==> config.mk <==
export PLATFORM = sky130hd
export DESIGN_NAME = serial_modem_control_pins
export DESIGN_NICKNAME = d
export VERILOG_FILES = /design/src/modem_pins_pkg.sv /design/src/serial_modem_control_pins.sv
export SDC_FILE = /design/constraint.sdc
export NUM_CORES = 1
export LEC_CHECK = 0
export ABC_AREA = 1
export BUFFER_PORTS_ARGS = -buffer_cell sky130_fd_sc_hd__buf_4
export CELL_PAD_IN_SITES_DETAIL_PLACEMENT = 1
export CELL_PAD_IN_SITES_GLOBAL_PLACEMENT = 2
export CORE_UTILIZATION = 32
export DETAILED_ROUTE_END_ITERATION = 6
export PLACE_DENSITY = 0.95
export SYNTH_ARGS = -nofsm -noshare
export SYNTH_HDL_FRONTEND = slang
export SYNTH_SLANG_ARGS = --single-unit
==> constraint.sdc <==
create_clock -name ref_clk -period 4.2 [get_ports ref_clk]
set_input_delay 0.21 -clock ref_clk [delete_from_list [all_inputs] [get_ports ref_clk]]
set_output_delay 0.21 -clock ref_clk [all_outputs]
set_load 0.01 [all_outputs]
==> src/modem_pins_pkg.sv <==
package modem_pins_pkg;

	// ********************************************
	// Register map (APB byte addresses)
	// ********************************************
	localparam logic [7:0] CHANNEL_CONFIG_REG_ONE_OFS = 8'h00;
	localparam logic [7:0] PIN_STATUS_OFS = 8'h04;

	// ********************************************
	// Configuration field positions
	// ********************************************
	localparam int CFG_RTS_REQUEST_POS = 0;
	localparam int CFG_BUS_RTS_POS = 1; // Two bits
	localparam int CFG_ASYNC_RTS_POS = 3; // Two bits
	localparam int CFG_TX_CLOCK_OUTPUT_ENABLE_POS = 5;
	localparam int CFG_OPEN_DRAIN_POS = 6;
	localparam int CFG_BUS_CONFIG_POS = 7;
	localparam int CFG_ASYNC_MODE_POS = 8;
	localparam int CFG_CLOCK_MODE_POS = 9; // Three bits
	localparam int CFG_MODE_B_POS = 12;
	localparam int CFG_AUTO_START_POS = 13;
	localparam int CFG_CTS_EVENT_EN_POS = 14;
	localparam int CFG_CD_EVENT_EN_POS = 15;
	localparam logic [31:0] CFG_WRITE_MASK = 32'h0000ffff;
	localparam logic [31:0] CFG_RESET = 32'h00000000;

	// ********************************************
	// Status field positions
	// ********************************************
	localparam int STAT_CTS_LEVEL_POS = 0;
	localparam int STAT_CD_LEVEL_POS = 1;
	localparam int STAT_COLLISION_POS = 2;
	localparam int STAT_CTS_CHANGE_POS = 3;
	localparam int STAT_CD_CHANGE_POS = 4;
	localparam int STAT_RTS_PIN_POS = 5;
	localparam int STAT_TX_ENABLE_POS = 6;
	localparam logic [2:0] STAT_STICKY_RESET = 3'h0;

	// ********************************************
	// Mode encodings
	// ********************************************
	localparam logic [1:0] BUS_RTS_ON_TX = 2'h0;
	localparam logic [1:0] BUS_RTS_ON_RX = 2'h1;
	localparam logic [1:0] ASYNC_RTS_AUTO = 2'h0;
	localparam logic [1:0] ASYNC_RTS_FLOW = 2'h1;
	localparam logic [1:0] ASYNC_RTS_HOST = 2'h2;
	localparam logic [2:0] CLK_MODE_0 = 3'h0;
	localparam logic [2:0] CLK_MODE_1 = 3'h1;
	localparam logic [2:0] CLK_MODE_4 = 3'h4;
	localparam logic [2:0] CLK_MODE_5 = 3'h5;
	localparam logic [2:0] CLK_MODE_6 = 3'h6;
	localparam logic [2:0] CLK_MODE_7 = 3'h7;

	// Request hold sequence for software-driven request-to-send
	typedef enum logic [2:0] {
		RTS_IDLE = 3'h1,
		RTS_ON = 3'h2,
		RTS_DRAIN = 3'h4
	} rts_state_e;

	// Three-stage synchroniser with agreement filter
	typedef struct packed {
		logic [2:0] ff;
		logic filt;
	} sync_s;

	// Clear-to-send idles high, so its chain starts there and no false enable follows reset
	localparam sync_s CTS_SYNC_RESET = '{ff: 3'h7, filt: 1'b1};

endpackage : modem_pins_pkg

==> src/serial_modem_control_pins.sv <==
// Functional notes
// - Setting the request bit drives request-to-send low.
// - After clearing, output returns high only when transmitter finished, nothing pending.
// - Bus option: request-to-send low during transmission, one clock late, not on collisions.
// - Bus options: low during frame reception, or always high (disabled).
// - Async default: active from transmission start until transmission completes.
// - Async flow: active when shadow receive part empty, inactive at threshold.
// - Async option: host software controls request-to-send directly.
// - Clock mode 4 with enable: transmit clock drives the shared pin, aligned to data.
// - Outside clock mode 4 and bus configuration, transmitter enabled only while clear-to-send input is low.
// - Optional event on any clear-to-send level change.
// - Bus mode: collision when driving one but collision input reads zero.
// - Clock mode 4: shared pins become transmit and receive clock gates.
// - Clock modes 0,2,3,6,7: carrier detect is a readable modem input.
// - Auto-start: carrier detect acts as receiver enable.
// - Clock mode 1: carrier detect is a receive strobe.
// - Optional event on any carrier detect level change.
// - Clock mode 5: carrier detect pin is the frame sync input.
// - Crystal is common clock; oscillator used in modes 0b, 6, 7.
// - Transmit data output selectable push-pull or open-drain.
//
// Design decisions made here: register access over APB and the placing of the registers.
`timescale 1ns/1ps

module serial_modem_control_pins (
	input wire logic ref_clk,
	input wire logic rst,
	input wire logic psel,
	input wire logic penable,
	input wire logic pwrite,
	input wire logic [7:0] paddr,
	input wire logic [31:0] pwdata,
	output logic [31:0] prdata,
	output logic pready,
	output logic pslverr,
	input wire logic tx_clock_pin,
	input wire logic cts_pin,
	input wire logic cd_pin,
	input wire logic crystal_clock_input,
	output logic rts_pin,
	output logic txd_out,
	output logic txd_oe,
	input wire logic tx_data_in,
	input wire logic tx_active,
	input wire logic tx_pending,
	input wire logic tx_collision_bit,
	input wire logic rx_frame_active,
	input wire logic shadow_empty,
	input wire logic fifo_threshold,
	output logic tx_enable,
	output logic rx_enable,
	output logic rx_strobe,
	output logic frame_sync,
	output logic tx_clock_gate_input,
	output logic rx_clock_gate_input,
	output logic modem_cd_level,
	output logic collision_pulse,
	output logic cts_change_pulse,
	output logic cd_change_pulse,
	output logic use_crystal,
	output logic crystal_clock_level
);

	// ********************************************
	// State
	// ********************************************
	typedef struct packed {
		logic [31:0] cfg;
		logic [2:0] sticky;
		modem_pins_pkg::sync_s cts_sync;
		modem_pins_pkg::sync_s cd_sync;
		modem_pins_pkg::sync_s txc_sync;
		modem_pins_pkg::sync_s xtal_sync;
		logic txc_prev;
		logic tx_delayed;
		logic flow_active;
		modem_pins_pkg::rts_state_e rts_state;
		logic [3:0] txd_hist;
		logic [31:0] prdata;
		logic pready;
		logic pslverr;
		logic rts_pin;
		logic txd_out;
		logic txd_oe;
		logic tx_enable;
		logic rx_enable;
		logic rx_strobe;
		logic frame_sync;
		logic tx_gate;
		logic rx_gate;
		logic modem_cd;
		logic collision;
		logic cts_change;
		logic cd_change;
		logic use_crystal;
		logic crystal_level;
	} state_s;

	state_s state_reg;
	state_s state_next;

	// Shift pin into chain; the filtered level only moves once stages two and three agree
	function automatic modem_pins_pkg::sync_s sync_step(input modem_pins_pkg::sync_s cur,
		input logic pin);
		modem_pins_pkg::sync_s nxt;
		nxt.ff = {cur.ff[1:0], pin};
		nxt.filt = (cur.ff[1] == cur.ff[2]) ? cur.ff[2] : cur.filt;
		return nxt;
	endfunction : sync_step

	// ********************************************
	// Decoded configuration
	// ********************************************
	logic rts_request;
	logic [1:0] bus_rts_mode;
	logic [1:0] async_rts_mode;
	logic tx_clock_output_enable;
	logic open_drain;
	logic bus_config;
	logic async_mode;
	logic [2:0] clock_mode;
	logic mode_b;
	logic auto_start;
	logic cts_event_en;
	logic cd_event_en;

	// Mode fields are treated as static while the channel runs
	assign rts_request = state_reg.cfg[modem_pins_pkg::CFG_RTS_REQUEST_POS];
	assign bus_rts_mode = state_reg.cfg[modem_pins_pkg::CFG_BUS_RTS_POS +: 2];
	assign async_rts_mode = state_reg.cfg[modem_pins_pkg::CFG_ASYNC_RTS_POS +: 2];
	assign tx_clock_output_enable = state_reg.cfg[modem_pins_pkg::CFG_TX_CLOCK_OUTPUT_ENABLE_POS];
	assign open_drain = state_reg.cfg[modem_pins_pkg::CFG_OPEN_DRAIN_POS];
	assign bus_config = state_reg.cfg[modem_pins_pkg::CFG_BUS_CONFIG_POS];
	assign async_mode = state_reg.cfg[modem_pins_pkg::CFG_ASYNC_MODE_POS];
	assign clock_mode = state_reg.cfg[modem_pins_pkg::CFG_CLOCK_MODE_POS +: 3];
	assign mode_b = state_reg.cfg[modem_pins_pkg::CFG_MODE_B_POS];
	assign auto_start = state_reg.cfg[modem_pins_pkg::CFG_AUTO_START_POS];
	assign cts_event_en = state_reg.cfg[modem_pins_pkg::CFG_CTS_EVENT_EN_POS];
	assign cd_event_en = state_reg.cfg[modem_pins_pkg::CFG_CD_EVENT_EN_POS];

	// ********************************************
	// Next-state logic
	// ********************************************
	always_comb begin
		logic setup;
		logic access;
		logic wr;
		logic hit_cfg;
		logic hit_stat;
		logic cts_lvl;
		logic cd_lvl;
		logic txc_rise;
		logic rts_active;
		logic coll_now;
		logic cts_edge;
		logic cd_edge;
		logic mode4;
		logic [2:0] set_bits;
		logic [2:0] clr_bits;
		setup = 1'b0;
		access = 1'b0;
		wr = 1'b0;
		hit_cfg = 1'b0;
		hit_stat = 1'b0;
		cts_lvl = 1'b0;
		cd_lvl = 1'b0;
		txc_rise = 1'b0;
		rts_active = 1'b0;
		coll_now = 1'b0;
		cts_edge = 1'b0;
		cd_edge = 1'b0;
		mode4 = 1'b0;
		set_bits = 3'h0;
		clr_bits = 3'h0;
		state_next = state_reg;

		// Input synchronisers; only filtered levels are used below
		state_next.cts_sync = sync_step(state_reg.cts_sync, cts_pin);
		state_next.cd_sync = sync_step(state_reg.cd_sync, cd_pin);
		state_next.txc_sync = sync_step(state_reg.txc_sync, tx_clock_pin);
		state_next.xtal_sync = sync_step(state_reg.xtal_sync, crystal_clock_input);
		cts_lvl = state_reg.cts_sync.filt;
		cd_lvl = state_reg.cd_sync.filt;
		mode4 = (clock_mode == modem_pins_pkg::CLK_MODE_4);

		// Edge finder on the sampled transmit clock
		state_next.txc_prev = state_reg.txc_sync.filt;
		txc_rise = state_reg.txc_sync.filt & ~state_reg.txc_prev;

		// Frame activity held back one transmit clock period for the bus option
		if (txc_rise) begin
			state_next.tx_delayed = tx_active;
		end

		// Software request with hold until the transmitter has drained
		unique case (state_reg.rts_state)
			modem_pins_pkg::RTS_IDLE: begin
				if (rts_request) begin
					state_next.rts_state = modem_pins_pkg::RTS_ON;
				end
			end
			modem_pins_pkg::RTS_ON: begin
				if (!rts_request) begin
					state_next.rts_state = modem_pins_pkg::RTS_DRAIN;
				end
			end
			modem_pins_pkg::RTS_DRAIN: begin
				if (rts_request) begin
					state_next.rts_state = modem_pins_pkg::RTS_ON;
				end else if (!tx_active && !tx_pending) begin
					state_next.rts_state = modem_pins_pkg::RTS_IDLE;
				end
			end
			default: begin
				state_next.rts_state = modem_pins_pkg::RTS_IDLE;
			end
		endcase

		// Flow control: set on empty shadow part, cleared at threshold
		if (fifo_threshold) begin
			state_next.flow_active = 1'b0;
		end else if (shadow_empty) begin
			state_next.flow_active = 1'b1;
		end

		// Request-to-send source selection
		if (bus_config) begin
			if (bus_rts_mode == modem_pins_pkg::BUS_RTS_ON_TX) begin
				rts_active = state_reg.tx_delayed & ~tx_collision_bit;
			end else if (bus_rts_mode == modem_pins_pkg::BUS_RTS_ON_RX) begin
				rts_active = rx_frame_active;
			end else begin
				rts_active = 1'b0;
			end
		end else if (async_mode) begin
			if (async_rts_mode == modem_pins_pkg::ASYNC_RTS_FLOW) begin
				rts_active = state_reg.flow_active;
			end else if (async_rts_mode == modem_pins_pkg::ASYNC_RTS_HOST) begin
				rts_active = rts_request;
			end else begin
				rts_active = tx_active;
			end
		end else begin
			rts_active = rts_request | (state_reg.rts_state != modem_pins_pkg::RTS_IDLE);
		end

		// Shared pin carries the transmit clock in mode 4 with clock output enabled, else active-low request.
		// Always driven push-pull, even where the partner should ignore it.
		if (mode4 && tx_clock_output_enable) begin
			state_next.rts_pin = state_reg.txc_sync.filt;
		end else begin
			state_next.rts_pin = ~rts_active;
		end

		// Transmit data: open-drain only enables the driver for a zero
		state_next.txd_out = tx_data_in;
		state_next.txd_oe = open_drain ? ~tx_data_in : 1'b1;

		// Sent data aged four cycles, three stages plus filter, so a rising one never flags early
		state_next.txd_hist = {state_reg.txd_hist[2:0], state_reg.txd_out};
		coll_now = bus_config & tx_active & state_reg.txd_hist[3] & ~cts_lvl;
		state_next.collision = coll_now;

		// Shared clear-to-send pin: gate in mode 4, collision input on the bus
		if (mode4) begin
			state_next.tx_enable = 1'b1;
			state_next.tx_gate = cts_lvl;
		end else if (bus_config) begin
			state_next.tx_enable = 1'b1;
			state_next.tx_gate = 1'b0;
		end else begin
			state_next.tx_enable = ~cts_lvl;
			state_next.tx_gate = 1'b0;
		end

		// Shared carrier-detect pin functions per clock mode
		state_next.rx_gate = mode4 & cd_lvl;
		state_next.frame_sync = (clock_mode == modem_pins_pkg::CLK_MODE_5) & cd_lvl;
		state_next.rx_strobe = (clock_mode == modem_pins_pkg::CLK_MODE_1) & cd_lvl;
		state_next.modem_cd = ~mode4 && (clock_mode != modem_pins_pkg::CLK_MODE_5)
			&& (clock_mode != modem_pins_pkg::CLK_MODE_1) && cd_lvl;
		state_next.rx_enable = auto_start ? cd_lvl : 1'b1;

		// Level-change events, qualified by their enables
		cts_edge = state_next.cts_sync.filt ^ cts_lvl;
		cd_edge = state_next.cd_sync.filt ^ cd_lvl;
		state_next.cts_change = cts_edge & cts_event_en;
		state_next.cd_change = cd_edge & cd_event_en;

		// Clock source: crystal path feeds the oscillator modes
		state_next.use_crystal = ((clock_mode == modem_pins_pkg::CLK_MODE_0) & mode_b)
			| (clock_mode == modem_pins_pkg::CLK_MODE_6)
			| (clock_mode == modem_pins_pkg::CLK_MODE_7);
		state_next.crystal_level = state_reg.xtal_sync.filt;

		// APB: setup cycle prepares the answer, access phase completes in one cycle
		setup = psel & ~penable;
		access = psel & penable & state_reg.pready;
		hit_cfg = (paddr == modem_pins_pkg::CHANNEL_CONFIG_REG_ONE_OFS);
		hit_stat = (paddr == modem_pins_pkg::PIN_STATUS_OFS);
		wr = access & pwrite & ~state_reg.pslverr;
		state_next.pready = setup;
		state_next.pslverr = setup & ~(hit_cfg | hit_stat);
		if (setup && !pwrite) begin
			state_next.prdata = 32'h00000000;
			if (hit_cfg) begin
				state_next.prdata = state_reg.cfg;
			end else if (hit_stat) begin
				state_next.prdata[modem_pins_pkg::STAT_CTS_LEVEL_POS] = cts_lvl;
				state_next.prdata[modem_pins_pkg::STAT_CD_LEVEL_POS] = cd_lvl;
				state_next.prdata[modem_pins_pkg::STAT_COLLISION_POS +: 3] = state_reg.sticky;
				state_next.prdata[modem_pins_pkg::STAT_RTS_PIN_POS] = state_reg.rts_pin;
				state_next.prdata[modem_pins_pkg::STAT_TX_ENABLE_POS] = state_reg.tx_enable;
			end
		end else if (access) begin
			state_next.prdata = 32'h00000000;
		end
		if (wr && hit_cfg) begin
			state_next.cfg = pwdata & modem_pins_pkg::CFG_WRITE_MASK;
		end
		if (wr && hit_stat) begin
			clr_bits = pwdata[modem_pins_pkg::STAT_COLLISION_POS +: 3];
		end

		// Sticky flags: a new event wins over a same-cycle clear
		set_bits = {state_next.cd_change, state_next.cts_change, coll_now};
		state_next.sticky = (state_reg.sticky & ~clr_bits) | set_bits;
	end

	// ********************************************
	// State register
	// ********************************************
	always_ff @(posedge ref_clk or posedge rst) begin
		if (rst) begin
			state_reg <= '0;
			state_reg.cfg <= modem_pins_pkg::CFG_RESET;
			state_reg.sticky <= modem_pins_pkg::STAT_STICKY_RESET;
			state_reg.rts_state <= modem_pins_pkg::RTS_IDLE;
			state_reg.cts_sync <= modem_pins_pkg::CTS_SYNC_RESET;
			state_reg.rts_pin <= 1'b1; // Request inactive high
			state_reg.txd_out <= 1'b1;
			state_reg.txd_oe <= 1'b1;
			state_reg.rx_enable <= 1'b1;
		end else begin
			state_reg <= state_next;
		end
	end

	// ********************************************
	// Outputs, all straight from the state register
	// ********************************************
	assign prdata = state_reg.prdata;
	assign pready = state_reg.pready;
	assign pslverr = state_reg.pslverr;
	assign rts_pin = state_reg.rts_pin;
	assign txd_out = state_reg.txd_out;
	assign txd_oe = state_reg.txd_oe;
	assign tx_enable = state_reg.tx_enable;
	assign rx_enable = state_reg.rx_enable;
	assign rx_strobe = state_reg.rx_strobe;
	assign frame_sync = state_reg.frame_sync;
	assign tx_clock_gate_input = state_reg.tx_gate;
	assign rx_clock_gate_input = state_reg.rx_gate;
	assign modem_cd_level = state_reg.modem_cd;
	assign collision_pulse = state_reg.collision;
	assign cts_change_pulse = state_reg.cts_change;
	assign cd_change_pulse = state_reg.cd_change;
	assign use_crystal = state_reg.use_crystal;
	assign crystal_clock_level = state_reg.crystal_level;
endmodule : serial_modem_control_pins

==> metrics <==
grt total ovfl=0; pwr dens=a little under 400 mW/mm2; Vias=2436; Crit path depth=7; met2 usage=24.5%; r2r startpoint=pready; vias in the first global route=2456; DR WL/cell=13.4 um; share of cells above drive strength 1=between 20 and 30%; Via density=~4.4; most frequent cells in the layout=nand2_1, buf_4, dfrtp_1, inv_1, nor2_1; main area contributors after synthesis=dfrtp_1, nand2_1, buf_4; DRT iter0 DRCs=62; area leader, netlist=dfrtp_1; fmax=570 MHz; Hold Path Depth=3; Num CTS Buffers=9; Slew @ Worst Pin=0.904 ns; Ant. Diodes=0; count of final hold-check violations=0; synth unique cells=25; Port Buffers=72; CP most frequent cell=nor2_1; H-tree levels=3; CP Launch Type=input pin; Top Ports=105; min cycle time layout=about 1.8 ns; site row count=36; CTS tree=built; fin nets=about 470; final std cells w/o fill=553; Skew-Pair Late Insertion Delay=0.35 ns; first-pass GRT wire length=around 12000 um; Ys Warns=0; outcome=complete, no violations; Worst R2R Path Depth=5; CP required=4.43 ns; CP max-delay cell=nor2_2; CP Buf/Inv Count=1; CTS Buffer Depth=2; clock sinks=a little under 80; die width=103 um; initial antenna violation count=0; Crit Path Class=input pin to register; register area share after synthesis=around three fifths; commonest non-fill, non-tap cell in the layout=nand2_1; starting density of the core=around a third; DP Wirelength=about 5400 um; final worst setup slack=between 2 and 2.5 ns; # DRC=0; end point of the critical path=state_reg[83]; leakage power=2.16 nW; largest net degree at the start of global routing=57; WP data arrival=around 2.0 ns; Die Area=0.0107 mm2; synthesized area=0.00330 mm2; Slew HR=between 30% and 40%; Worst path max stage delay=0.73 ns; Routed Antenna Nets=0; M1 GR Usage=18.8%; worst slack, placed=1.98 ns; Area Growth Syn to Fin=23.8%; setup TNS=0 ns; grt peak-use layer=met2; CP delay by family, top=simple AND/OR/NAND/NOR gates; CP cell instances=buf_4 -> nor2_1 -> nand2_1 -> nor2_2 -> nand2_4 -> nor2_1 -> a21oi_2; max-slew violation count=0; DRT Pass-1 Iters=4; core area=a little under 0.01 mm2; max-cap viol count=0; syn_area_per_cell=9.50 um2; capturing point of the worst reg2reg path=state_reg[83]; Hold Path Class=input pin to register; Main synth FF type=dfrtp_1; M3 GR Usage=3.43%; Post-synth EDFFs=0; Root Buffer=clkbuf_8; RSZ-0062 raised after global routing=false; Clock transition at path regs=0.08 ns; Synth Instances=~350; Peak VDD IR=0.000149 V; clock skew=around 0.01 ns; GPL Wtd Cong=0.769; Total Routing Usage GR=15.2%; Worst Path Max Fanout=27; Cells after DPL=530; Critical path origin=paddr[5]; reg2reg setup slack=2.63 ns; max reg flops=17; final number of setup-violating endpoints=0; critical path endpoint category=register; Async SR Flop Fraction=100%; number of synthesized register bits=78; final wirelength=7430 um; die height=103 um; final worst-path cycle share=41.8%; top-area cell type share of the netlist area=52.4%
logic make-up (layout without fill, tap and decap cells):
kind of cell / Yosys count / count (layout) / share of synthesized area, %
fa+ha+maj: 3 / 3 / 0.911
other cells: 1 / 16 / 0.114
compound gates: 26 / 26 / 5.39
flops: 78 / 78 / 59.6
simple gates: 169 / 169 / 21.8
buf+inv: 70 / 128 / 12.2
final cells by class:
cell class,instances,area (um2)
clock buffers,12,155
clock inverters,4,70.1
fillers,1132,5780
inverters,32,121
multi-input cells,214,986
flip-flops and latches,78,1960
well taps,133,166
repair buffers,80,618
worst min-delay path: stages:
cell and delay [ns]:
buf_4 0.07, nor2_1 0.04, a21oi_2 0.08
stage by stage:
stage / cell area (um2) / power, mW / hold slack [ns] / utilization (%)
CTS: 4080 / 1.64 / 0.0734 / 41.4
floorplan: 3350 / 0.937 / 0.214 / -
detailed placement: 3780 / 0.996 / 0.218 / 38.4
finish: 4080 / 1.62 / 0.0910 / 41.4
global route: 4080 / 1.69 / 0.0710 / 41.4
global placement: 3780 / 0.983 / 0.206 / 38.4
worst min path at each step:
stage                       startpoint               to
after floorplan                cts_pin   state_next[73]
after global placement             rst    state_reg[62]
after detailed placement           rst    state_next[0]
after CTS                   pwdata[13]       auto_start
after global routing      shadow_empty    state_reg[56]
final                        pwdata[1]  bus_rts_mode[0]
timing repair:
action	CTS	global route
buffers inserted	0	0
hold buffers	7	0
resized for setup	0	0
hold endpoints to repair	28	0
synthesized netlist by cell type, types with 2 or more instances:
cell type,n
nor3_1,5
buf_6,2
nor2_2,2
nand3b_1,3
nand3_1,24
nand2_1,101
buf_2,4
inv_1,32
dfrtp_1,69
o21ai_2,3
nor2_1,29
a21oi_2,8
dfstp_2,9
o21ai_0,5
a21oi_1,7
buf_4,32
a31oi_1,2
maj3_1,3
report_power, final:
group	switching [mW]	internal (mW)
logic	0.0964	0.0698
clock network	0.268	0.366
registers	0.0234	0.794
metal layers:
metal  wire length (um)  share of wire (%)
met5                  0                  0
met4                210                2.8
met3                367                4.9
met2               3530                 48
met1               3320                 45
Note: power is estimated with default switching activity, not from simulation.
